===== src/hw/atrf_pkg.sv =====
package atrf_pkg;
    // Register pointer, reset and unmapped-read values
    localparam logic [7:0]  ATRF_PTR_AMBIENT   = 8'h05;
    localparam logic [15:0] ATRF_AMBIENT_RESET = 16'h0000;
    localparam logic [15:0] ATRF_UNMAPPED_READ = 16'h0000;

    // Result word layout
    localparam int ATRF_BIT_CRIT  = 15;
    localparam int ATRF_BIT_UPPER = 14;
    localparam int ATRF_BIT_LOWER = 13;
    localparam int ATRF_BIT_SIGN  = 12;
    localparam int ATRF_TEMP_W    = 13;

    // Limit word layout: signed quarter-degree field, two low bits implied zero
    localparam int ATRF_LIM_MSB = 12;
    localparam int ATRF_LIM_LSB = 2;

    // Resolution codes and low-bit masks
    localparam logic [1:0] ATRF_RES_HALF      = 2'h0;
    localparam logic [1:0] ATRF_RES_QUARTER   = 2'h1;
    localparam logic [1:0] ATRF_RES_EIGHTH    = 2'h2;
    localparam logic [1:0] ATRF_RES_SIXTEENTH = 2'h3;
    localparam logic [2:0] ATRF_MASK_HALF      = 3'h7;
    localparam logic [2:0] ATRF_MASK_QUARTER   = 3'h3;
    localparam logic [2:0] ATRF_MASK_EIGHTH    = 3'h1;
    localparam logic [2:0] ATRF_MASK_SIXTEENTH = 3'h0;

    // Serial framing
    localparam logic [3:0] ATRF_BITS_PER_BYTE = 4'h8;
    localparam logic [3:0] ATRF_MSB_INDEX     = 4'h7;

    typedef enum logic [4:0] {
        ATRF_IDLE    = 5'h01,
        ATRF_RX      = 5'h02,
        ATRF_ACK_OUT = 5'h04,
        ATRF_TX      = 5'h08,
        ATRF_ACK_IN  = 5'h10
    } atrf_state_t;

    typedef enum logic [2:0] {
        ATRF_PH_ADDR  = 3'h1,
        ATRF_PH_PTR   = 3'h2,
        ATRF_PH_WDATA = 3'h4
    } atrf_phase_t;
endpackage


===== src/hw/atrf_word_if.sv =====
`timescale 1ns/1ps
interface atrf_word_if;
    logic        capture;
    logic [15:0] word;
    modport serial (output capture, input word);
    modport result (input capture, output word);
endinterface


===== src/hw/atrf_result.sv =====
`timescale 1ns/1ps
module atrf_result
    import atrf_pkg::*;
(
    input  wire logic                   clk_sys,
    input  wire logic                   rstn,
    input  wire logic [ATRF_TEMP_W-1:0] conv_data,
    input  wire logic                   conv_valid,
    input  wire logic [1:0]             res_sel,
    input  wire logic [15:0]            critical_limit,
    input  wire logic [15:0]            upper_window_limit,
    input  wire logic [15:0]            lower_window_limit,
    atrf_word_if.result                 wif
);
    logic        [15:0]            live;
    logic        [15:0]            snap;
    logic        [15:0]            next_live;
    logic        [15:0]            next_snap;
    logic        [2:0]             low_mask;
    logic signed [ATRF_TEMP_W-1:0] temp;
    logic signed [ATRF_TEMP_W-1:0] crit_ext;
    logic signed [ATRF_TEMP_W-1:0] upper_ext;
    logic signed [ATRF_TEMP_W-1:0] lower_ext;

    always_comb begin
        unique case (res_sel)
            ATRF_RES_HALF:      low_mask = ATRF_MASK_HALF;
            ATRF_RES_QUARTER:   low_mask = ATRF_MASK_QUARTER;
            ATRF_RES_EIGHTH:    low_mask = ATRF_MASK_EIGHTH;
            ATRF_RES_SIXTEENTH: low_mask = ATRF_MASK_SIXTEENTH;
        endcase
        temp      = signed'({conv_data[ATRF_TEMP_W-1:3], conv_data[2:0] & ~low_mask});
        crit_ext  = signed'({critical_limit[ATRF_LIM_MSB:ATRF_LIM_LSB], 2'h0});
        upper_ext = signed'({upper_window_limit[ATRF_LIM_MSB:ATRF_LIM_LSB], 2'h0});
        lower_ext = signed'({lower_window_limit[ATRF_LIM_MSB:ATRF_LIM_LSB], 2'h0});
        next_live = live;
        next_snap = snap;
        if (conv_valid) begin
            // bits 11:0 carry 2^7 down to 2^-4
            next_live[ATRF_TEMP_W-1:0] = temp;
            // sign is bit 12 of the field
            next_live[ATRF_BIT_SIGN] = temp[ATRF_TEMP_W-1];
            next_live[ATRF_BIT_CRIT]  = (temp >= crit_ext);
            next_live[ATRF_BIT_UPPER] = (temp > upper_ext);
            next_live[ATRF_BIT_LOWER] = (temp < lower_ext);
        end
        // frozen copy for a read in progress
        if (wif.capture) begin
            next_snap = live;
        end
    end

    always_ff @(posedge clk_sys or negedge rstn) begin
        if (!rstn) begin
            live <= ATRF_AMBIENT_RESET;
            snap <= ATRF_AMBIENT_RESET;
        end else begin
            live <= next_live;
            snap <= next_snap;
        end
    end

    assign wif.word = snap;
endmodule


===== src/hw/atrf_top.sv =====
`timescale 1ns/1ps
module atrf_top
    import atrf_pkg::*;
(
    input  wire logic                   clk_sys,
    input  wire logic                   rstn,
    input  wire logic                   scl,
    input  wire logic                   sda_in,
    output logic                        sda_out,
    output logic                        sda_oe,
    input  wire logic [6:0]             slave_addr,
    input  wire logic [ATRF_TEMP_W-1:0] conv_data,
    input  wire logic                   conv_valid,
    input  wire logic [1:0]             res_sel,
    input  wire logic [15:0]            critical_limit,
    input  wire logic [15:0]            upper_window_limit,
    input  wire logic [15:0]            lower_window_limit
);
    atrf_word_if wif ();

    atrf_result u_result (
        .clk_sys            (clk_sys),
        .rstn               (rstn),
        .conv_data          (conv_data),
        .conv_valid         (conv_valid),
        .res_sel            (res_sel),
        .critical_limit     (critical_limit),
        .upper_window_limit (upper_window_limit),
        .lower_window_limit (lower_window_limit),
        .wif                (wif.result)
    );

    atrf_state_t state;
    atrf_state_t next_state;
    atrf_phase_t phase;
    atrf_phase_t next_phase;
    logic        scl_q;
    logic        sda_q;
    logic [3:0]  cnt;
    logic [3:0]  next_cnt;
    logic [7:0]  shreg;
    logic [7:0]  next_shreg;
    logic [7:0]  pointer;
    logic [7:0]  next_pointer;
    logic        rw;
    logic        next_rw;
    logic        byte_hi;
    logic        next_byte_hi;
    logic        acked;
    logic        next_acked;
    logic        next_oe;
    logic        capture;
    logic        scl_rise;
    logic        scl_fall;
    logic        start_cond;
    logic        stop_cond;
    logic [15:0] tx_word;
    logic [7:0]  tx_byte;
    logic [7:0]  low_byte;
    logic [2:0]  bit_idx;

    assign scl_rise   = scl & ~scl_q;
    assign scl_fall   = ~scl & scl_q;
    assign start_cond = scl & scl_q & sda_q & ~sda_in;
    assign stop_cond  = scl & scl_q & ~sda_q & sda_in;
    // Other pointers are outside this block and read as zero
    assign tx_word    = (pointer == ATRF_PTR_AMBIENT) ? wif.word : ATRF_UNMAPPED_READ;
    assign low_byte   = tx_word[7:0];
    assign tx_byte    = byte_hi ? tx_word[15:8] : low_byte;
    assign bit_idx    = 3'(ATRF_MSB_INDEX - cnt);
    assign wif.capture = capture;
    // Open drain: only ever pulls low
    assign sda_out    = 1'b0;

    always_comb begin
        next_state   = state;
        next_phase   = phase;
        next_cnt     = cnt;
        next_shreg   = shreg;
        next_pointer = pointer;
        next_rw      = rw;
        next_byte_hi = byte_hi;
        next_acked   = acked;
        next_oe      = sda_oe;
        capture      = 1'b0;
        if (start_cond) begin
            next_state = ATRF_RX;
            next_phase = ATRF_PH_ADDR;
            next_cnt   = 4'h0;
            next_oe    = 1'b0;
        end else if (stop_cond) begin
            next_state = ATRF_IDLE;
            next_oe    = 1'b0;
        end else begin
            unique case (state)
                ATRF_IDLE: begin
                    next_oe = 1'b0;
                end
                ATRF_RX: begin
                    if (scl_rise && cnt != ATRF_BITS_PER_BYTE) begin
                        next_shreg = {shreg[6:0], sda_in};
                        next_cnt   = cnt + 4'h1;
                    end else if (scl_fall && cnt == ATRF_BITS_PER_BYTE) begin
                        unique case (phase)
                            ATRF_PH_ADDR: begin
                                if (shreg[7:1] == slave_addr) begin
                                    next_rw    = shreg[0];
                                    next_oe    = 1'b1;
                                    next_state = ATRF_ACK_OUT;
                                    // freeze word for the whole read
                                    capture    = shreg[0];
                                end else begin
                                    next_state = ATRF_IDLE;
                                end
                            end
                            ATRF_PH_PTR: begin
                                next_pointer = shreg;
                                next_phase   = ATRF_PH_WDATA;
                                next_oe      = 1'b1;
                                next_state   = ATRF_ACK_OUT;
                            end
                            ATRF_PH_WDATA: begin
                                next_oe    = 1'b1;
                                next_state = ATRF_ACK_OUT;
                            end
                        endcase
                    end
                end
                ATRF_ACK_OUT: begin
                    if (scl_fall) begin
                        next_cnt = 4'h0;
                        if (phase == ATRF_PH_ADDR && rw) begin
                            next_byte_hi = 1'b1;
                            next_state   = ATRF_TX;
                            next_oe      = ~tx_word[15];
                        end else begin
                            next_oe    = 1'b0;
                            next_state = ATRF_RX;
                            if (phase == ATRF_PH_ADDR) begin
                                next_phase = ATRF_PH_PTR;
                            end
                        end
                    end
                end
                ATRF_TX: begin
                    if (scl_rise) begin
                        next_cnt = cnt + 4'h1;
                    end else if (scl_fall) begin
                        if (cnt == ATRF_BITS_PER_BYTE) begin
                            next_oe    = 1'b0;
                            next_state = ATRF_ACK_IN;
                        end else begin
                            next_oe = ~tx_byte[bit_idx];
                        end
                    end
                end
                ATRF_ACK_IN: begin
                    if (scl_rise) begin
                        next_acked = ~sda_in;
                    end else if (scl_fall) begin
                        if (acked) begin
                            next_byte_hi = ~byte_hi;
                            next_cnt     = 4'h0;
                            next_state   = ATRF_TX;
                            next_oe      = byte_hi ? ~low_byte[7] : ~tx_word[15];
                        end else begin
                            next_state = ATRF_IDLE;
                        end
                    end
                end
            endcase
        end
    end

    always_ff @(posedge clk_sys or negedge rstn) begin
        if (!rstn) begin
            state   <= ATRF_IDLE;
            phase   <= ATRF_PH_ADDR;
            scl_q   <= 1'b1;
            sda_q   <= 1'b1;
            cnt     <= 4'h0;
            shreg   <= 8'h00;
            pointer <= 8'h00;
            rw      <= 1'b0;
            byte_hi <= 1'b1;
            acked   <= 1'b0;
            sda_oe  <= 1'b0;
        end else begin
            state   <= next_state;
            phase   <= next_phase;
            scl_q   <= scl;
            sda_q   <= sda_in;
            cnt     <= next_cnt;
            shreg   <= next_shreg;
            pointer <= next_pointer;
            rw      <= next_rw;
            byte_hi <= next_byte_hi;
            acked   <= next_acked;
            sda_oe  <= next_oe;
        end
    end
endmodule


===== config.mk =====
export PLATFORM = sky130hd
export DESIGN_NAME = atrf_top
export DESIGN_NICKNAME = d
export VERILOG_FILES = /design/src/hw/atrf_pkg.sv /design/src/hw/atrf_word_if.sv /design/src/hw/atrf_result.sv /design/src/hw/atrf_top.sv
export SDC_FILE = /design/constraint.sdc
export NUM_CORES = 1
export LEC_CHECK = 0
export BUFFER_PORTS_ARGS = -buffer_cell sky130_fd_sc_hd__buf_2
export CAP_MARGIN = 20
export CORE_MARGIN = 5
export CORE_UTILIZATION = 40
export DETAILED_ROUTE_END_ITERATION = 6
export GPL_ROUTABILITY_DRIVEN = 0
export GPL_TIMING_DRIVEN = 0
export PLACE_DENSITY = 0.63
export SLEW_MARGIN = 20
export SYNTH_ARGS = -nofsm -noshare
export SYNTH_HDL_FRONTEND = slang
export SYNTH_HIERARCHICAL = 1
export SYNTH_SLANG_ARGS = --single-unit

===== constraint.sdc =====
create_clock -name clk_sys -period 7.84 [get_ports clk_sys]
set_input_delay 0.392 -clock clk_sys [delete_from_list [all_inputs] [get_ports clk_sys]]
set_output_delay 0.392 -clock clk_sys [all_outputs]
set_load 0.03 [all_outputs]

Word level (Yosys, flattened, before mapping)
Cells that the tools add are included.
W data, S select, Z words.
{"block": "op_classes", "bitwise": 20, "eq_ne": 42, "n_addsub": 2, "reduce_logical": 18, "muxes": 67, "n_lt_le_gt_ge": 4}
{"op": "$mux W5", "count": 10}
{"op": "$mux W4", "count": 10}
{"op": "$ne A4 B4 Y1 const B", "count": 10}
{"op": "$ne A3 B3 Y1 const B", "count": 11}
{"op": "$mux W1", "count": 27}
{"op": "$mux W3", "count": 9}
{"op": "$reduce_and A8 Y1", "count": 3}
{"op": "$pmux W5 S4", "count": 1}
{"op": "$reduce_and A9 Y1", "count": 2}
{"op": "$mux W16", "count": 1}
{"op": "$pmux W4 S4", "count": 1}
{"op": "$ge A13 B13 Y1", "count": 1}
{"op": "$gt A13 B13 Y1", "count": 1}
{"op": "$lt A13 B13 Y1", "count": 1}
{"op": "$ne A2 B2 Y1 const B", "count": 6}
{"op": "$pmux W3 S4", "count": 1}
{"op": "$not A1 Y1", "count": 11}
{"op": "$pmux W5 S2", "count": 1}
{"op": "$eq A8 B3 Y1 const B", "count": 1}
{"op": "$mux W8", "count": 1}
{"op": "$reduce_and A4 Y1", "count": 2}
{"op": "$and A1 B1 Y1", "count": 7}
{"op": "$eq A7 B7 Y1", "count": 1}
{"op": "$reduce_and A7 Y1", "count": 1}
{"op": "29 further kinds", "count": 33}
{"block": "totals", "out_inout_bits": 2, "register_bits": 66}

Logic depth before layout (Yosys ltp)
Gate-level depths: netlist of run 1.
{"block": "depth", "depth_word": 12, "depth_mapped": 10}

Modules after synthesis
The synthesis of run 1 kept the hierarchy.
{"mod": "atrf_top", "n_inst": 1, "cells_each": 211, "area_per_inst_um2": 2113.3}
{"mod": "atrf_result", "n_inst": 1, "cells_each": 194, "area_per_inst_um2": 2062.0}

Worst setup path before layout of run 1
OpenSTA, ideal clock, no wires.
{"block": "synth_timing", "path_type": "reg-to-reg", "startpoint": "register state[3]", "endpoint": "register u_result.snap[10], in the netlist u_result/wif.word[10]", "n_path_buf": 3, "slack_ns": 5.294, "arrival_time_ns": 2.421, "synth_period_minus_slack_ns": 2.546, "setup_ns": 0.125, "path_stages_with_launch": 9, "path_cell_list": "dfrtp_1 -> buf_6 -> or4b_4 -> nor2_1 -> nand4_1 -> nor2_1 -> clkbuf_1 -> buf_2 -> mux2_2"}
{"block": "synth_via", "elab_chain_cells": 4}
{"item": "start: declaration", "line_no": "atrf_top.sv:33", "source": "atrf_state_t state;"}
{"item": "start signal: assignment", "line_no": "atrf_top.sv:189", "source": "state <= next_state;"}
{"item": "$eq A5 B2 Y1", "line_no": "atrf_top.sv:95", "source": "unique case (state)"}
{"item": "$mux W1", "line_no": "atrf_top.sv:95"}
{"item": "$mux W1", "line_no": "atrf_top.sv:91", "source": "end else if (stop_cond) begin"}
{"item": "$mux W1", "line_no": "atrf_top.sv:86", "source": "if (start_cond) begin"}
{"item": "via capture", "line_no": "atrf_top.sv:52", "source": "logic capture;"}
{"item": "end signal: assignment", "line_no": "atrf_result.sv:59", "source": "snap <= next_snap;"}
{"item": "end: declaration", "line_no": "atrf_result.sv:16", "source": "logic [15:0] snap;"}
The timed path passes the listed nets, and every way through them passes these cells.
A chain may end at the register's enable or synchronous reset.

Final worst setup path of run 1
Ends and elaborated chain as after synthesis.

==> tab_implementation.tex, run 1 <==
\begin{tabular}{lr}
\hline
Metric & Value \\
\hline
\multicolumn{2}{l}{\textbf{Finish}} \\
\quad Number of diodes added for antenna fixing & 0 \\
\quad Area growth syn-to-layout & 17.2\% \\
\quad Number of nets at the end of the flow & roughly 590 \\
\quad Fillers & between 900 and 1k \\
\quad Fraction of layout cells with a size suffix above 1 & a little under a third \\
\multicolumn{2}{l}{\textbf{Die}} \\
\quad Standard-cell row count & 37 \\
\quad Die boundary width & between 100 and 150 µm \\
\quad Core box area & 10200 µm² \\
\quad Overall die area & approximately 13000 µm² \\
\quad Die Y & between 100 and 150 µm \\
\quad Starting density of the core & just over 40\% \\
\quad Number of ports placed on the die boundary & 77 \\
\multicolumn{2}{l}{\textbf{Clocking}} \\
\quad Insertion delay of the later-clocked pin in the worst-skew pair & roughly 350 ps \\
\quad H-tree lvl count & 3 \\
\quad Bufs on Longest Clock Path & 2 \\
\quad Setup Fix Bufs, Post-CTS & 0 \\
\quad Root buf cell & sky130\_fd\_sc\_hd\_\_clkbuf\_8 \\
\quad Total number of clock tree sinks & 66 \\
\quad Clock transition time at the flip-flop clock pins of the worst setup and hold paths & roughly 80 ps \\
\quad Clock buffers created by TritonCTS & 9 \\
\quad TritonCTS clock tree & built \\
\multicolumn{2}{l}{\textbf{STA}} \\
\quad Clock skew & approximately 16 ps \\
\quad Maximum clock frequency & roughly 340 MHz \\
\quad Minimum clock period after layout & between 2000 and 3000 ps \\
\quad Final Hold Viols & 0 \\
\quad Final number of max-transition violations & 0 \\
\quad Final setup violation count & 0 \\
\quad Worst-case headroom to the max-slew limit & 52.1\% \\
\quad Setup repair after global routing missed its margin & false \\
\quad Share of the clock period used by the worst path & between 30 and 40\% \\
\quad Pin slew with the least headroom to its limit & $\sim$700 ps \\
\quad Post-route setup TNS & 0 ps \\
\multicolumn{2}{l}{\textbf{Power}} \\
\quad Pwr/cell area & around 170 nW/µm² \\
\quad Combinational Power Share & between 10\% and 20\% \\
\quad VDD IR max & approximately 0.069 mV \\
\quad Net Sw Power & approximately 0.25 mW \\
\quad Clock power share & between 30\% and 40\% \\
\quad Internal portion of total power & between 0.5 and 0.6 mW \\
\quad Part of the total power dissipated in sequential elements & between 40 and 50\% \\
\quad Power Total & between 0.8 and 0.9 mW \\
\quad Leak & 2.41 nW \\
\quad Proportion of total power due to net switching & 30.0\% \\
\multicolumn{2}{l}{\textbf{Logic synthesis}} \\
\quad Sequential fraction of the synthesis area & 39.7\% \\
\quad Number of nets produced by synthesis & between 500 and 600 \\
\quad Post-synthesis instance area & around 4200 µm² \\
\quad Share of flip-flops with an asynchronous set or reset after synthesis & between 90\% and 100\% \\
\quad Number of warning messages in the yosys log & 6 \\
\quad Most instantiated flip-flop cell in the synthesis netlist & sky130\_fd\_sc\_hd\_\_dfrtp\_1 \\
\quad Post-synth EDFFs & 0 \\
\quad Syn avg cell area & 10.3 µm² \\
\quad Netlist cell types & 60 \\
\quad Post-synthesis instance total & between 400 and 500 \\
\quad Post-synthesis sequential element count & 66 \\
\multicolumn{2}{l}{\textbf{Routing}} \\
\quad Violation count after the first detailed-route iteration & approximately 120 \\
\quad Via/cell ratio & 5.20 \\
\quad Total number of vias & 3219 \\
\quad Routed WL per cell & between 15 and 20 µm \\
\quad Total Wirelength & between 9000 and 10000 µm \\
\quad Post-route DRC & 0 \\
\quad Drt pass-1 iters & 5 \\
\quad Antenna Violating Nets Remaining & 0 \\
\multicolumn{2}{l}{\textbf{Global routing}} \\
\quad Vias in the first global route & approximately 3.4k \\
\quad Overall routing resource usage & approximately 15\% \\
\quad Gr ovfl total & 0 \\
\quad Initial antenna violation count & 0 \\
\quad Largest net degree at the start of global routing & 59 \\
\quad First-pass GRT wire length & approximately 16000 µm \\
\multicolumn{2}{l}{\textbf{Critical path}} \\
\quad Register-to-register path setup slack & about 4900 ps \\
\quad Setup CP Type & reg -> reg \\
\quad Capturing instance or port of the critical path & u\_result/wif.word[10] \\
\quad Type of destination of the critical path & register \\
\quad R2r startpoint & state[3] \\
\quad Crit path DAT & roughly 3200 ps \\
\quad Length in cells of the worst reg-to-reg path & 8 \\
\quad Capturing point of the worst reg2reg path & u\_result/wif.word[10] \\
\quad Type of origin of the critical path & register \\
\quad Start point of the critical path & state[3] \\
\quad Data required time at the worst endpoint & roughly 8100 ps \\
\quad Crit-path max FO & 10 \\
\multicolumn{2}{l}{\textbf{Placed design}} \\
\quad HPWL Detailed & 7250 µm \\
\quad Number of buffers inserted by port buffering & 60 \\
\multicolumn{2}{l}{\textbf{Run}} \\
\quad Maxcap violations & 0 \\
\multicolumn{2}{l}{\textbf{Worst hold path}} \\
\quad Tightest Hold Check Type & in -> reg \\
\multicolumn{2}{l}{\textbf{Status}} \\
\quad Outcome & complete, no violations \\
\hline
\end{tabular}
sequential cells by signal (all words and copies together) (netlist names), 3 cells and up:
name and count:
pointer 8, state 5, u_result/live 16, u_result/wif.word 16, phase 3, cnt 4, shreg 8
metal layers:
layer / vias up / GRT usage (%) / share of wire, %
li1: 1600 / - / -
met5: - / 0 / 0
met3: 8 / 3.56 / 4.3
met4: 0 / 4.65 / 1.5
met1: 1522 / 20.5 / 46
met2: 89 / 25.1 / 48
cell usage after synthesis, types with 2 or more instances:
cell | count | area (µm²)
sky130_fd_sc_hd__mux2_2 | 45 | 507
sky130_fd_sc_hd__and3_1 | 2 | 12.5
sky130_fd_sc_hd__o2111ai_1 | 2 | 17.5
sky130_fd_sc_hd__nand2b_1 | 4 | 25.0
sky130_fd_sc_hd__buf_4 | 6 | 45.0
sky130_fd_sc_hd__nor3_1 | 9 | 45.0
sky130_fd_sc_hd__or3b_2 | 2 | 17.5
sky130_fd_sc_hd__o31ai_1 | 4 | 30.0
sky130_fd_sc_hd__dfrtp_1 | 61 | 1530
sky130_fd_sc_hd__a2111oi_2 | 2 | 30.0
sky130_fd_sc_hd__a31oi_1 | 2 | 12.5
sky130_fd_sc_hd__a211oi_2 | 2 | 25.0
sky130_fd_sc_hd__a211oi_1 | 4 | 30.0
sky130_fd_sc_hd__dfstp_2 | 5 | 131
sky130_fd_sc_hd__o22ai_1 | 3 | 18.8
sky130_fd_sc_hd__xor2_1 | 5 | 43.8
sky130_fd_sc_hd__a32o_1 | 2 | 20.0
sky130_fd_sc_hd__nor2_1 | 22 | 82.6
sky130_fd_sc_hd__mux4_2 | 2 | 45.0
sky130_fd_sc_hd__a21o_1 | 2 | 15.0
sky130_fd_sc_hd__nand2_1 | 23 | 86.3
sky130_fd_sc_hd__nand4_1 | 12 | 75.1
sky130_fd_sc_hd__a21oi_1 | 16 | 80.1
sky130_fd_sc_hd__nand3b_1 | 3 | 22.5
sky130_fd_sc_hd__clkbuf_1 | 3 | 11.3
sky130_fd_sc_hd__buf_2 | 2 | 10.0
sky130_fd_sc_hd__nor2b_1 | 3 | 18.8
sky130_fd_sc_hd__nor3b_1 | 4 | 30.0
sky130_fd_sc_hd__inv_1 | 42 | 158
sky130_fd_sc_hd__nand3_1 | 12 | 60.1
sky130_fd_sc_hd__o21ai_1 | 2 | 10.0
sky130_fd_sc_hd__o21ai_0 | 21 | 105
sky130_fd_sc_hd__xnor2_1 | 8 | 70.1
sky130_fd_sc_hd__mux2i_1 | 7 | 70.1
sky130_fd_sc_hd__o2bb2ai_1 | 2 | 17.5
sky130_fd_sc_hd__ha_1 | 34 | 425
sky130_fd_sc_hd__a21oi_2 | 2 | 17.5
stage by stage:
step / utilization, % / instance area [µm²] / hold WS (ps) / std cells / worst slack [ps]
after floorplan: - / 4180 / 96.4 / 405 / 5290
after global placement: 45.4 / 4650 / 465 / 601 / 4950
after detailed placement: 45.7 / 4680 / 243 / 602 / 4930
after CTS: 47.8 / 4890 / 139 / 619 / 4920
after global routing: 47.8 / 4890 / 130 / 619 / 4700
final: 47.8 / 4890 / 157 / 619 / 4910
worst max-delay path, cell delays in order (launching register included):
cell and delay [ps]:
sky130_fd_sc_hd__dfrtp_1 370, sky130_fd_sc_hd__buf_6 140, sky130_fd_sc_hd__or4b_4 580, sky130_fd_sc_hd__nor2_1 350
sky130_fd_sc_hd__nand4_1 210, sky130_fd_sc_hd__nor2_1 180, sky130_fd_sc_hd__clkbuf_1 320, sky130_fd_sc_hd__buf_2 310
sky130_fd_sc_hd__mux2_2 360
power by group through the flow:
stage / Combinational (mW) / Clock (mW) / Sequential, mW
after global routing: 0.185 / 0.322 / 0.389
after floorplan: 0.110 / 0 / 0.384
final: 0.160 / 0.300 / 0.385
after global placement: 0.152 / 0 / 0.390
after CTS: 0.162 / 0.309 / 0.384
after detailed placement: 0.160 / 0 / 0.391
layout make-up:
class                           instances  area (µm²)  share of cell area (%)
Inverter                               42         158                    3.22
Timing Repair Buffer                   62         340                    6.96
Buffer                                 13        81.3                    1.66
Multi-Input combinational cell        284        2280                    46.6
Tap cell                              136         170                    3.48
Clock buffer                            9         124                    2.53
Sequential cell                        66        1660                    33.9
Clock inverter                          7        82.6                    1.69
worst min path at each step:
stage | to | from | cells after the start | slack [ps]
after floorplan | acked | rstn | 0 | 100
after CTS | sda_q | sda_in | 1 | 140
after global routing | sda_q | sda_in | 1 | 130
final | sda_q | sda_in | 1 | 160
after global placement | phase[0] | phase[0] | 2 | 460
after detailed placement | cnt[3] | rstn | 1 | 240
cell usage in the layout, fill, tap and decap left out, types with 3 or more instances in the layout:
| master | netlist | layout |
|---|---|---|
| sky130_fd_sc_hd__a211oi_1 | 4 | 4 |
| sky130_fd_sc_hd__inv_1 | 42 | 42 |
| sky130_fd_sc_hd__o31ai_1 | 4 | 4 |
| sky130_fd_sc_hd__nand3b_1 | 3 | 3 |
| sky130_fd_sc_hd__nor3_1 | 9 | 9 |
| sky130_fd_sc_hd__xor2_1 | 5 | 5 |
| sky130_fd_sc_hd__mux2_2 | 45 | 45 |
| sky130_fd_sc_hd__nand3_1 | 12 | 12 |
| sky130_fd_sc_hd__nand2b_1 | 4 | 4 |
| sky130_fd_sc_hd__mux2i_1 | 7 | 7 |
| sky130_fd_sc_hd__nand2_1 | 23 | 23 |
| sky130_fd_sc_hd__nor2_1 | 22 | 22 |
| sky130_fd_sc_hd__nand4_1 | 12 | 12 |
| sky130_fd_sc_hd__a21oi_1 | 16 | 16 |
| sky130_fd_sc_hd__xnor2_1 | 8 | 8 |
| sky130_fd_sc_hd__nor3b_1 | 4 | 4 |
| sky130_fd_sc_hd__clkbuf_8 | 0 | 9 |
| sky130_fd_sc_hd__dfrtp_1 | 61 | 61 |
| sky130_fd_sc_hd__dfstp_2 | 5 | 5 |
| sky130_fd_sc_hd__ha_1 | 34 | 34 |
| sky130_fd_sc_hd__buf_2 | 2 | 61 |
| sky130_fd_sc_hd__buf_4 | 6 | 7 |
| sky130_fd_sc_hd__nor2b_1 | 3 | 3 |
| sky130_fd_sc_hd__clkbuf_1 | 3 | 3 |
| sky130_fd_sc_hd__o21ai_0 | 21 | 21 |
| sky130_fd_sc_hd__o22ai_1 | 3 | 3 |
cell families after synthesis:
logic type / synth area share (%)
XOR/XNOR: 2.73
AND/OR/NAND/NOR: 13.7
multiplexers: 15.3
adder cells (fa/ha/maj): 10.2
other: 0.0898
flip-flops: 39.7
AO/OA/AOI/OAI: 12.6
buffers and inverters: 5.72
timing repair:
| action | 4_1_cts | 5_1_grt |
|---|---|---|
| endpoints found under the hold margin | 6 | 0 |
| hold buffers | 1 | 0 |
| resized for setup | 0 | 0 |
Note: power is estimated with default switching activity, not from simulation.
==> run 2, diff against run 1 <==
- clock period: 7.84 -> 2.8 ns (I/O delays scaled with it)
==> run 2 against run 1 <==
Compared with the run above:
- via count is 1.4% lower
- clock skew is 1.6 ps lower
- sequential power grew to 2.8 times the previous value
- hold slack worse by 96 ps
- final area is 0.72% higher
- final cell count is 0.32% higher
- utilization is 0.34 points higher
- critical path type unchanged
- critical endpoint is now cnt[3]
- highest routed layer unchanged
==> tab_implementation.tex, run 2 (synthesis gave the netlist of run 1 again) <==
\begin{tabular}{lr}
\hline
Metric & Value \\
\hline
\multicolumn{2}{l}{\textbf{Critical path}} \\
\quad Crit-path max FO & 10 (unchanged) \\
\quad Type of destination of the critical path & register \\
\quad Capturing instance or port of the critical path & cnt[3] \\
\quad R2r startpoint & state[3] \\
\quad Setup CP Type & reg -> reg \\
\quad Number of buffers and inverters on the critical path & 1 (-2) \\
\quad Delay of the slowest cell on the worst path & 630 ps (+50 ps) \\
\quad Data required time at the worst endpoint & 3040 ps (-5020 ps) \\
\quad Type of origin of the critical path & register \\
\quad Length in cells of the worst reg-to-reg path & 7 (-1) \\
\quad Cells along the critical path & buf\_6, or4b\_4, nor4\_4, or2b\_1, a21oi\_1, nand2b\_4, o41ai\_2 \\
\quad Start point of the critical path & state[3] \\
\quad Capturing point of the worst reg2reg path & cnt[3] \\
\quad Cell class contributing the biggest share of worst-path delay & simple AND/OR/NAND/NOR gates \\
\quad Cell with the largest stage delay on the worst path & sky130\_fd\_sc\_hd\_\_nor4\_4 \\
\quad Instance count on the critical path & 7 (-1) \\
\quad Crit path DAT & 2880 ps (-270 ps) \\
\quad Register-to-register path setup slack & 160 ps (-4750 ps) \\
\multicolumn{2}{l}{\textbf{STA}} \\
\quad Share of the clock period used by the worst path & 94.3\% (+57 points) \\
\quad Maximum clock frequency & 379 MHz (+11\%) \\
\quad Minimum clock period after layout & 2640 ps (-288 ps) \\
\quad Setup repair after global routing missed its margin & false \\
\quad Worst-case headroom to the max-slew limit & 51.8\% (-0.27 points) \\
\quad Final number of max-transition violations & 0 (unchanged) \\
\quad Tightest hold margin & 60.9 ps (-96.5 ps) \\
\quad Final Hold Viols & 0 (unchanged) \\
\quad Pin slew with the least headroom to its limit & 717 ps (+3.97 ps) \\
\quad Clock skew & 14.1 ps (-1.65 ps) \\
\quad Post-route setup TNS & 0 ps (unchanged) \\
\quad Final setup violation count & 0 (unchanged) \\
\multicolumn{2}{l}{\textbf{Die}} \\
\quad Standard-cell row count & 37 (unchanged) \\
\quad Number of ports placed on the die boundary & 77 (unchanged) \\
\quad Die Y & 112 µm (unchanged) \\
\quad Overall die area & 12600 µm² (unchanged) \\
\quad Core box area & 10200 µm² (unchanged) \\
\quad Starting density of the core & 40.8\% (unchanged) \\
\quad Die boundary width & 112 µm (unchanged) \\
\multicolumn{2}{l}{\textbf{Power}} \\
\quad Pwr/cell area & 481 nW/µm² (+180\%) \\
\quad VDD IR max & 0.194 mV (+180\%) \\
\quad Leak & 2.42 nW (+0.51\%) \\
\multicolumn{2}{l}{\textbf{Finish}} \\
\quad Fillers & 954 (-0.21\%) \\
\quad Commonest cells after routing, fill and taps aside & sky130\_fd\_sc\_hd\_\_buf\_2, sky130\_fd\_sc\_hd\_\_dfrtp\_1, sky130\_fd\_sc\_hd\_\_mux2\_2 \\
\quad Final standard cell utilization of the core & 48.2\% (+0.34 points) \\
\quad Fraction of layout cells with a size suffix above 1 & 32.4\% (+0.49 points) \\
\quad Number of diodes added for antenna fixing & 0 (unchanged) \\
\quad Combined area of the multi-input logic cells & 2290 µm² (+0.60\%) \\
\quad Non-filler instance count after layout & 621 (+0.32\%) \\
\quad Area growth syn-to-layout & 18.0\% \\
\quad FF+latch area & 1660 µm² (unchanged) \\
\quad Number of nets at the end of the flow & 589 (+0.34\%) \\
\quad Post-route design area & 4930 µm² (+0.72\%) \\
\multicolumn{2}{l}{\textbf{Clocking}} \\
\quad TritonCTS clock tree & built \\
\quad Setup Fix Bufs, Post-CTS & 0 (unchanged) \\
\quad H-tree lvl count & 3 (unchanged) \\
\quad Clock transition time at the flip-flop clock pins of the worst setup and hold paths & 90 ps (about the same) \\
\quad Insertion delay of the later-clocked pin in the worst-skew pair & 340 ps (about the same) \\
\quad Total number of clock tree sinks & 66 (unchanged) \\
\quad Bufs on Longest Clock Path & 2 (unchanged) \\
\quad Root buf cell & sky130\_fd\_sc\_hd\_\_clkbuf\_8 \\
\quad Clock buffers created by TritonCTS & 9 (unchanged) \\
\multicolumn{2}{l}{\textbf{Placed design}} \\
\quad Cell area after placement & 4680 µm² (unchanged) \\
\quad Placed cell count & 602 (unchanged) \\
\quad Number of buffers inserted by port buffering & 60 (unchanged) \\
\quad HPWL Detailed & 7250 µm (unchanged) \\
\multicolumn{2}{l}{\textbf{Global routing}} \\
\quad Overall routing resource usage & 15.5\% (+0.068 points) \\
\quad Vias in the first global route & 3400 (+0.50\%) \\
\quad Gr ovfl total & 0 (unchanged) \\
\quad Largest net degree at the start of global routing & 59 (unchanged) \\
\quad Initial antenna violation count & 0 (unchanged) \\
\quad First-pass GRT wire length & 16200 µm (+0.43\%) \\
\multicolumn{2}{l}{\textbf{Routing}} \\
\quad Total number of vias & 3175 (-1.4\%) \\
\quad Post-route DRC & 0 (unchanged) \\
\quad Antenna Violating Nets Remaining & 0 (unchanged) \\
\quad Routed WL per cell & 14.9 µm (-1.1\%) \\
\quad Via/cell ratio & 5.11 (-1.7\%) \\
\quad Total Wirelength & 9230 µm (-0.74\%) \\
\quad Violation count after the first detailed-route iteration & 151 (+23\%) \\
\quad Drt pass-1 iters & 4 (-1) \\
\multicolumn{2}{l}{\textbf{Worst hold path}} \\
\quad Tightest Hold Check Type & in -> reg \\
\multicolumn{2}{l}{\textbf{Run}} \\
\quad Maxcap violations & 0 (unchanged) \\
\multicolumn{2}{l}{\textbf{Status}} \\
\quad Outcome & complete, no violations \\
\hline
\end{tabular}
==> run 2: cell count changes in the layout (fill, tap and decap cells not counted), sizes merged <==
cell and change:
dlygate4sd3 +2
==> run 2: tightest hold or removal path: cells and delay by family <==
kind                   cells  cell delay (ps)
AND/OR/NAND/NOR            1               70
buffers and inverters      1               90
AO/OA/AOI/OAI              1               70
==> run 2: area by class of cell <==
| class | count | area share, % |
|---|---|---|
| clock inverter | 7 | 1.68 |
| clock buffer | 9 | 2.51 |
| timing repair buffer | 64 | 7.31 |
| tap | 136 | 3.45 |
| inverter | 42 | 3.20 |
| multi-input combinational | 284 | 46.5 |
| sequential | 66 | 33.6 |
| buffer | 13 | 1.68 |
==> run 2: per-layer routing <==
metal / part of all wire (%) / track usage [%] / vias to the layer above
met5: 0 / 0 / -
met4: 1.1 / 4.65 / 0
met3: 4.5 / 3.56 / 6
met2: 48 / 25.2 / 81
met1: 46 / 20.6 / 1483
li1: - / - / 1605
==> run 2: what timing repair did <==
| action | CTS | global route |
|---|---|---|
| cloned | 0 | 0 |
| endpoints found under the hold margin | 65 | 0 |
| hold buffers | 3 | 0 |
| gates resized for setup | 2 | 3 |
| setup endpoints to repair | 10 | 10 |
==> run 2: worst min path at each step <==
stage,slack [ps],endpoint,startpoint,cells past startpoint
finish,60,u_result/live[1],conv_data[1],3
global route,60,u_result/live[1],conv_data[1],3
CTS,40,u_result/live[1],conv_data[1],3
detailed placement,-9,cnt[3],rstn,1
global placement,260,sda_q,sda_in,1
floorplan,-160,acked,rstn,0
==> run 2: report_power, final <==
part	internal, mW	leakage (nW)	total, mW	switching [mW]
Clock	0.428	0.104	0.838	0.410
Sequential	1.02	0.861	1.08	0.0584
Combinational	0.211	1.46	0.452	0.240
Total	1.66	2.42	2.37	0.709
==> run 2: metrics by stage <==
step | power [mW] | setup slack (ps)
2_1_floorplan | 1.38 | 254
3_3_place_gp | 1.52 | -92.3
3_5_place_dp | 1.54 | -109
4_1_cts | 2.40 | 12.1
5_1_grt | 2.51 | 5.41
6_report | 2.37 | 159
==> run 3, diff against run 2 <==
- CORE_MARGIN: 5 -> 10
- SYNTH_HIERARCHICAL: 1 -> default
==> run 3 against run 2 <==
Compared with the run above:
- utilization shrank 0.58 points
- flip-flop and latch count is the same
- global-route usage shrank 2.6 points
- final area shrank 1.7%
- die area grew 17%
- first-iteration DRC count shrank 13%
- register-to-register slack gained 20 ps
- critical endpoint is now state[1]
==> tab_implementation.tex, run 3 <==
\begin{tabular}{lr}
\hline
Metric & Value \\
\hline
\multicolumn{2}{l}{\textbf{Status}} \\
\quad Outcome & complete, no violations \\
\multicolumn{2}{l}{\textbf{Logic synthesis}} \\
\quad Number of nets produced by synthesis & 501 (-2.5\%) \\
\quad Number of warning messages in the yosys log & 0 (-6) \\
\quad Dominant combinational cell family by area after synthesis & multiplexers \\
\quad Post-synth EDFFs & 0 (unchanged) \\
\quad Post-synthesis sequential element count & 66 (unchanged) \\
\quad Fraction of the mapped netlist area in adder cells & 10.3\% (+0.13 points) \\
\quad Netlist cell types & 64 (+6.7\%) \\
\quad Share of the synthesized area in the top cell type & 37.0\% (+0.47 points) \\
\quad Share of flip-flops with an asynchronous set or reset after synthesis & 100\% (unchanged) \\
\quad Most instantiated flip-flop cell in the synthesis netlist & sky130\_fd\_sc\_hd\_\_dfrtp\_1 \\
\quad Sequential fraction of the synthesis area & 40.2\% (+0.51 points) \\
\quad Largest cells by area after synthesis & sky130\_fd\_sc\_hd\_\_dfrtp\_1, sky130\_fd\_sc\_hd\_\_mux2\_2, sky130\_fd\_sc\_hd\_\_ha\_1 \\
\quad Fraction of synthesized cell area in xor and xnor cells & 2.34\% (-0.39 points) \\
\quad Post-synthesis instance area & 4120 µm² (-1.3\%) \\
\quad Simple-Gate Fraction of Synth Area & 13.1\% (-0.58 points) \\
\quad Syn avg cell area & 10.5 µm² (+2.0\%) \\
\quad Post-synthesis instance total & 392 (-3.2\%) \\
\quad Synth Area in Compound Gates & 12.6\% (about the same) \\
\quad Share of cell area taken by muxes after synthesis & 15.8\% (+0.59 points) \\
\quad List of most frequent post-synthesis cells & sky130\_fd\_sc\_hd\_\_dfrtp\_1, sky130\_fd\_sc\_hd\_\_inv\_1, sky130\_fd\_sc\_hd\_\_mux2\_2 \\
\quad Area leader, netlist & sky130\_fd\_sc\_hd\_\_dfrtp\_1 \\
\quad Library cell with the highest instance count after synthesis & sky130\_fd\_sc\_hd\_\_dfrtp\_1 \\
\multicolumn{2}{l}{\textbf{STA}} \\
\quad Worst setup margin & 184 ps (+24.9 ps) \\
\quad Setup repair after global routing missed its margin & false \\
\quad Share of the clock period used by the worst path & 93.4\% (-0.89 points) \\
\quad Final number of max-transition violations & 0 (unchanged) \\
\quad Pin slew with the least headroom to its limit & 709 ps (-8.02 ps) \\
\quad Maximum clock frequency & 382 MHz (+0.95\%) \\
\quad Final Hold Viols & 0 (unchanged) \\
\quad Minimum clock period after layout & 2620 ps (-24.9 ps) \\
\quad Worst-case headroom to the max-slew limit & 52.2\% (+0.39 points) \\
\quad Final setup violation count & 0 (unchanged) \\
\quad Post-route setup TNS & 0 ps (unchanged) \\
\quad Clock skew & 12.8 ps (-1.33 ps) \\
\quad Tightest hold margin & 49.7 ps (-11.3 ps) \\
\multicolumn{2}{l}{\textbf{Global routing}} \\
\quad Vias in the first global route & 3311 (-2.6\%) \\
\quad Overall routing resource usage & 12.9\% (-2.6 points) \\
\quad Initial antenna violation count & 0 (unchanged) \\
\quad First-pass GRT wire length & 15500 µm (-3.9\%) \\
\quad Gr ovfl total & 0 (unchanged) \\
\quad Largest net degree at the start of global routing & 36 (-39\%) \\
\multicolumn{2}{l}{\textbf{Clocking}} \\
\quad Clock transition time at the flip-flop clock pins of the worst setup and hold paths & 80 ps (about the same) \\
\quad Insertion delay of the later-clocked pin in the worst-skew pair & 350 ps (about the same) \\
\quad Root buf cell & sky130\_fd\_sc\_hd\_\_clkbuf\_8 \\
\quad Cts repair resizes & 0 (-2) \\
\quad Clock buffers created by TritonCTS & 9 (unchanged) \\
\quad TritonCTS clock tree & built \\
\quad Total number of clock tree sinks & 66 (unchanged) \\
\quad Bufs on Longest Clock Path & 2 (unchanged) \\
\quad H-tree lvl count & 3 (unchanged) \\
\multicolumn{2}{l}{\textbf{Run}} \\
\quad Maxcap violations & 0 (unchanged) \\
\multicolumn{2}{l}{\textbf{Critical path}} \\
\quad Cell with the largest stage delay on the worst path & sky130\_fd\_sc\_hd\_\_or4b\_4 \\
\quad Crit path DAT & 2860 ps (-20 ps) \\
\quad Register-to-register path setup slack & 180 ps (+20 ps) \\
\quad Type of origin of the critical path & register \\
\quad Setup CP Type & reg -> reg \\
\quad Data required time at the worst endpoint & 3040 ps (about the same) \\
\quad Type of destination of the critical path & register \\
\quad Cell class contributing the biggest share of worst-path delay & simple AND/OR/NAND/NOR gates \\
\quad Number of buffers and inverters on the critical path & 2 (+1) \\
\quad Most frequent cell on the critical path & sky130\_fd\_sc\_hd\_\_buf\_6 \\
\quad Delay of the slowest cell on the worst path & 570 ps (-60 ps) \\
\quad Cells along the critical path & buf\_6, or4b\_4, or2\_0, buf\_6, o41a\_1, o22ai\_4, mux2\_4 \\
\quad Crit-path max FO & 9 (-1) \\
\multicolumn{2}{l}{\textbf{Die}} \\
\quad Number of ports placed on the die boundary & 77 (unchanged) \\
\quad Core box area & 10200 µm² (-0.45\%) \\
\quad Overall die area & 14800 µm² (+17\%) \\
\quad Die Y & 122 µm (+8.3\%) \\
\quad Standard-cell row count & 37 (unchanged) \\
\quad Die boundary width & 122 µm (+8.3\%) \\
\quad Starting density of the core & 40.5\% (-0.33 points) \\
\multicolumn{2}{l}{\textbf{Routing}} \\
\quad Total Wirelength & 9160 µm (-0.72\%) \\
\quad Met2 Wirelength & 4500 µm (+1.4\%) \\
\quad Routed WL per cell & 15.1 µm (+1.6\%) \\
\quad Violation count after the first detailed-route iteration & 131 (-13\%) \\
\quad Drt pass-1 iters & 4 (unchanged) \\
\quad Metal-1 WL & 4070 µm (-5.1\%) \\
\quad Via/cell ratio & 5.22 (+2.1\%) \\
\quad Antenna Violating Nets Remaining & 0 (unchanged) \\
\quad Routed length on met3 & 478 µm (+16\%) \\
\quad Highest metal layer with signal wires & met4 \\
\quad Total number of vias & 3169 (-0.19\%) \\
\quad Post-route DRC & 0 (unchanged) \\
\multicolumn{2}{l}{\textbf{Worst hold path}} \\
\quad Tightest Hold Check Type & in -> reg \\
\multicolumn{2}{l}{\textbf{Finish}} \\
\quad Number of diodes added for antenna fixing & 0 (unchanged) \\
\quad Non-filler instance count after layout & 607 (-2.3\%) \\
\quad Fraction of layout cells with a size suffix above 1 & 29.7\% (-2.6 points) \\
\quad Area growth syn-to-layout & 17.5\% \\
\quad Most common library cell in the layout ignoring fill and taps & sky130\_fd\_sc\_hd\_\_dfrtp\_1 \\
\quad Commonest cells after routing, fill and taps aside & sky130\_fd\_sc\_hd\_\_dfrtp\_1, sky130\_fd\_sc\_hd\_\_buf\_2, sky130\_fd\_sc\_hd\_\_inv\_1, sky130\_fd\_sc\_hd\_\_mux2\_2, sky130\_fd\_sc\_hd\_\_ha\_1 \\
\quad Number of nets at the end of the flow & 575 (-2.4\%) \\
\multicolumn{2}{l}{\textbf{Placed design}} \\
\quad Number of buffers inserted by port buffering & 59 (-1.7\%) \\
\quad Dpl ws & 190 ps (+299 ps) \\
\quad Placed cell count & 588 (-2.3\%) \\
\quad HPWL Detailed & 7330 µm (+1.1\%) \\
\multicolumn{2}{l}{\textbf{Power}} \\
\quad Pwr/cell area & 499 nW/µm² (+3.8\%) \\
\quad Power Total & 2.42 mW (+2.1\%) \\
\quad Leak & 2.44 nW (+0.72\%) \\
\quad VDD IR max & 0.197 mV (+1.8\%) \\
\hline
\end{tabular}
==> run 3: changes by cell type after synthesis, sizes merged, moves of 4 or more <==
cell,before,now
xnor2,8,4
buf,10,5
nor3,9,4
a21oi,18,14
a211oi,6,1
nand4,12,7
nand3,12,16
==> run 3: cell families after synthesis <==
logic type,after synthesis
compound gates,75
flops,66
buf+inv,53
xor+xnor,11
simple gates,98
fa+ha+maj,34
other cells,1
mux,54
==> run 3: stage by stage <==
stage               cell area (µm²)  utilization, %
floorplan                      4120               -
global placement               4590            45.0
detailed placement             4610            45.3
CTS                            4850            47.6
global route                   4850            47.6
finish                         4850            47.6
==> run 3: worst register-to-register path, stage by stage, from the launching register on <==
cell and delay [ps]:
sky130_fd_sc_hd__dfrtp_1 380, sky130_fd_sc_hd__buf_6 140, sky130_fd_sc_hd__or4b_4 570, sky130_fd_sc_hd__or2_0 230, sky130_fd_sc_hd__buf_6 140, sky130_fd_sc_hd__o41a_1 470
sky130_fd_sc_hd__o22ai_4 250, sky130_fd_sc_hd__mux2_4 330
==> run 3: layer usage <==
metal	GRT usage (%)	vias to the layer above
met2	21.1	73
met1	15.6	1517
met4	4.77	0
li1	-	1569
met5	0	-
met3	3.86	10
==> run 3: path summary, 6_finish.rpt <==
kind	cells past startpoint	startpoint	endpoint
max	7	state[3]	state[1]
min	3	conv_data[1]	u_result.live[1]
max reg2reg	7	state[3]	state[1]
min reg2reg	2	phase[0]	phase[0]
max in group asynchronous	3	rstn	scl_q
min in group asynchronous	2	rstn	u_result.live[13]
==> run 3: power by group <==
part           leakage, nW  switching (mW)  internal, mW  total, mW
combinational         1.48           0.237         0.222      0.459
clock                0.101           0.405         0.425      0.830
sequential           0.859          0.0911          1.04       1.13
==> run 3: cell type report <==
class | instances | area [µm²]
clock buffer | 9 | 124
fill | 966 | 5340
tap | 136 | 170
clock inverter | 7 | 81.3
timing repair buffer | 63 | 348
buffer | 11 | 67.6
multi-input combinational | 273 | 2240
inverter | 42 | 158
sequential | 66 | 1660
==> run 3: timing repair <==
action                                 in CTS  in global routing
buffers inserted                            0                  0
endpoints found under the hold margin      33                  0
hold buffers                                3                  0
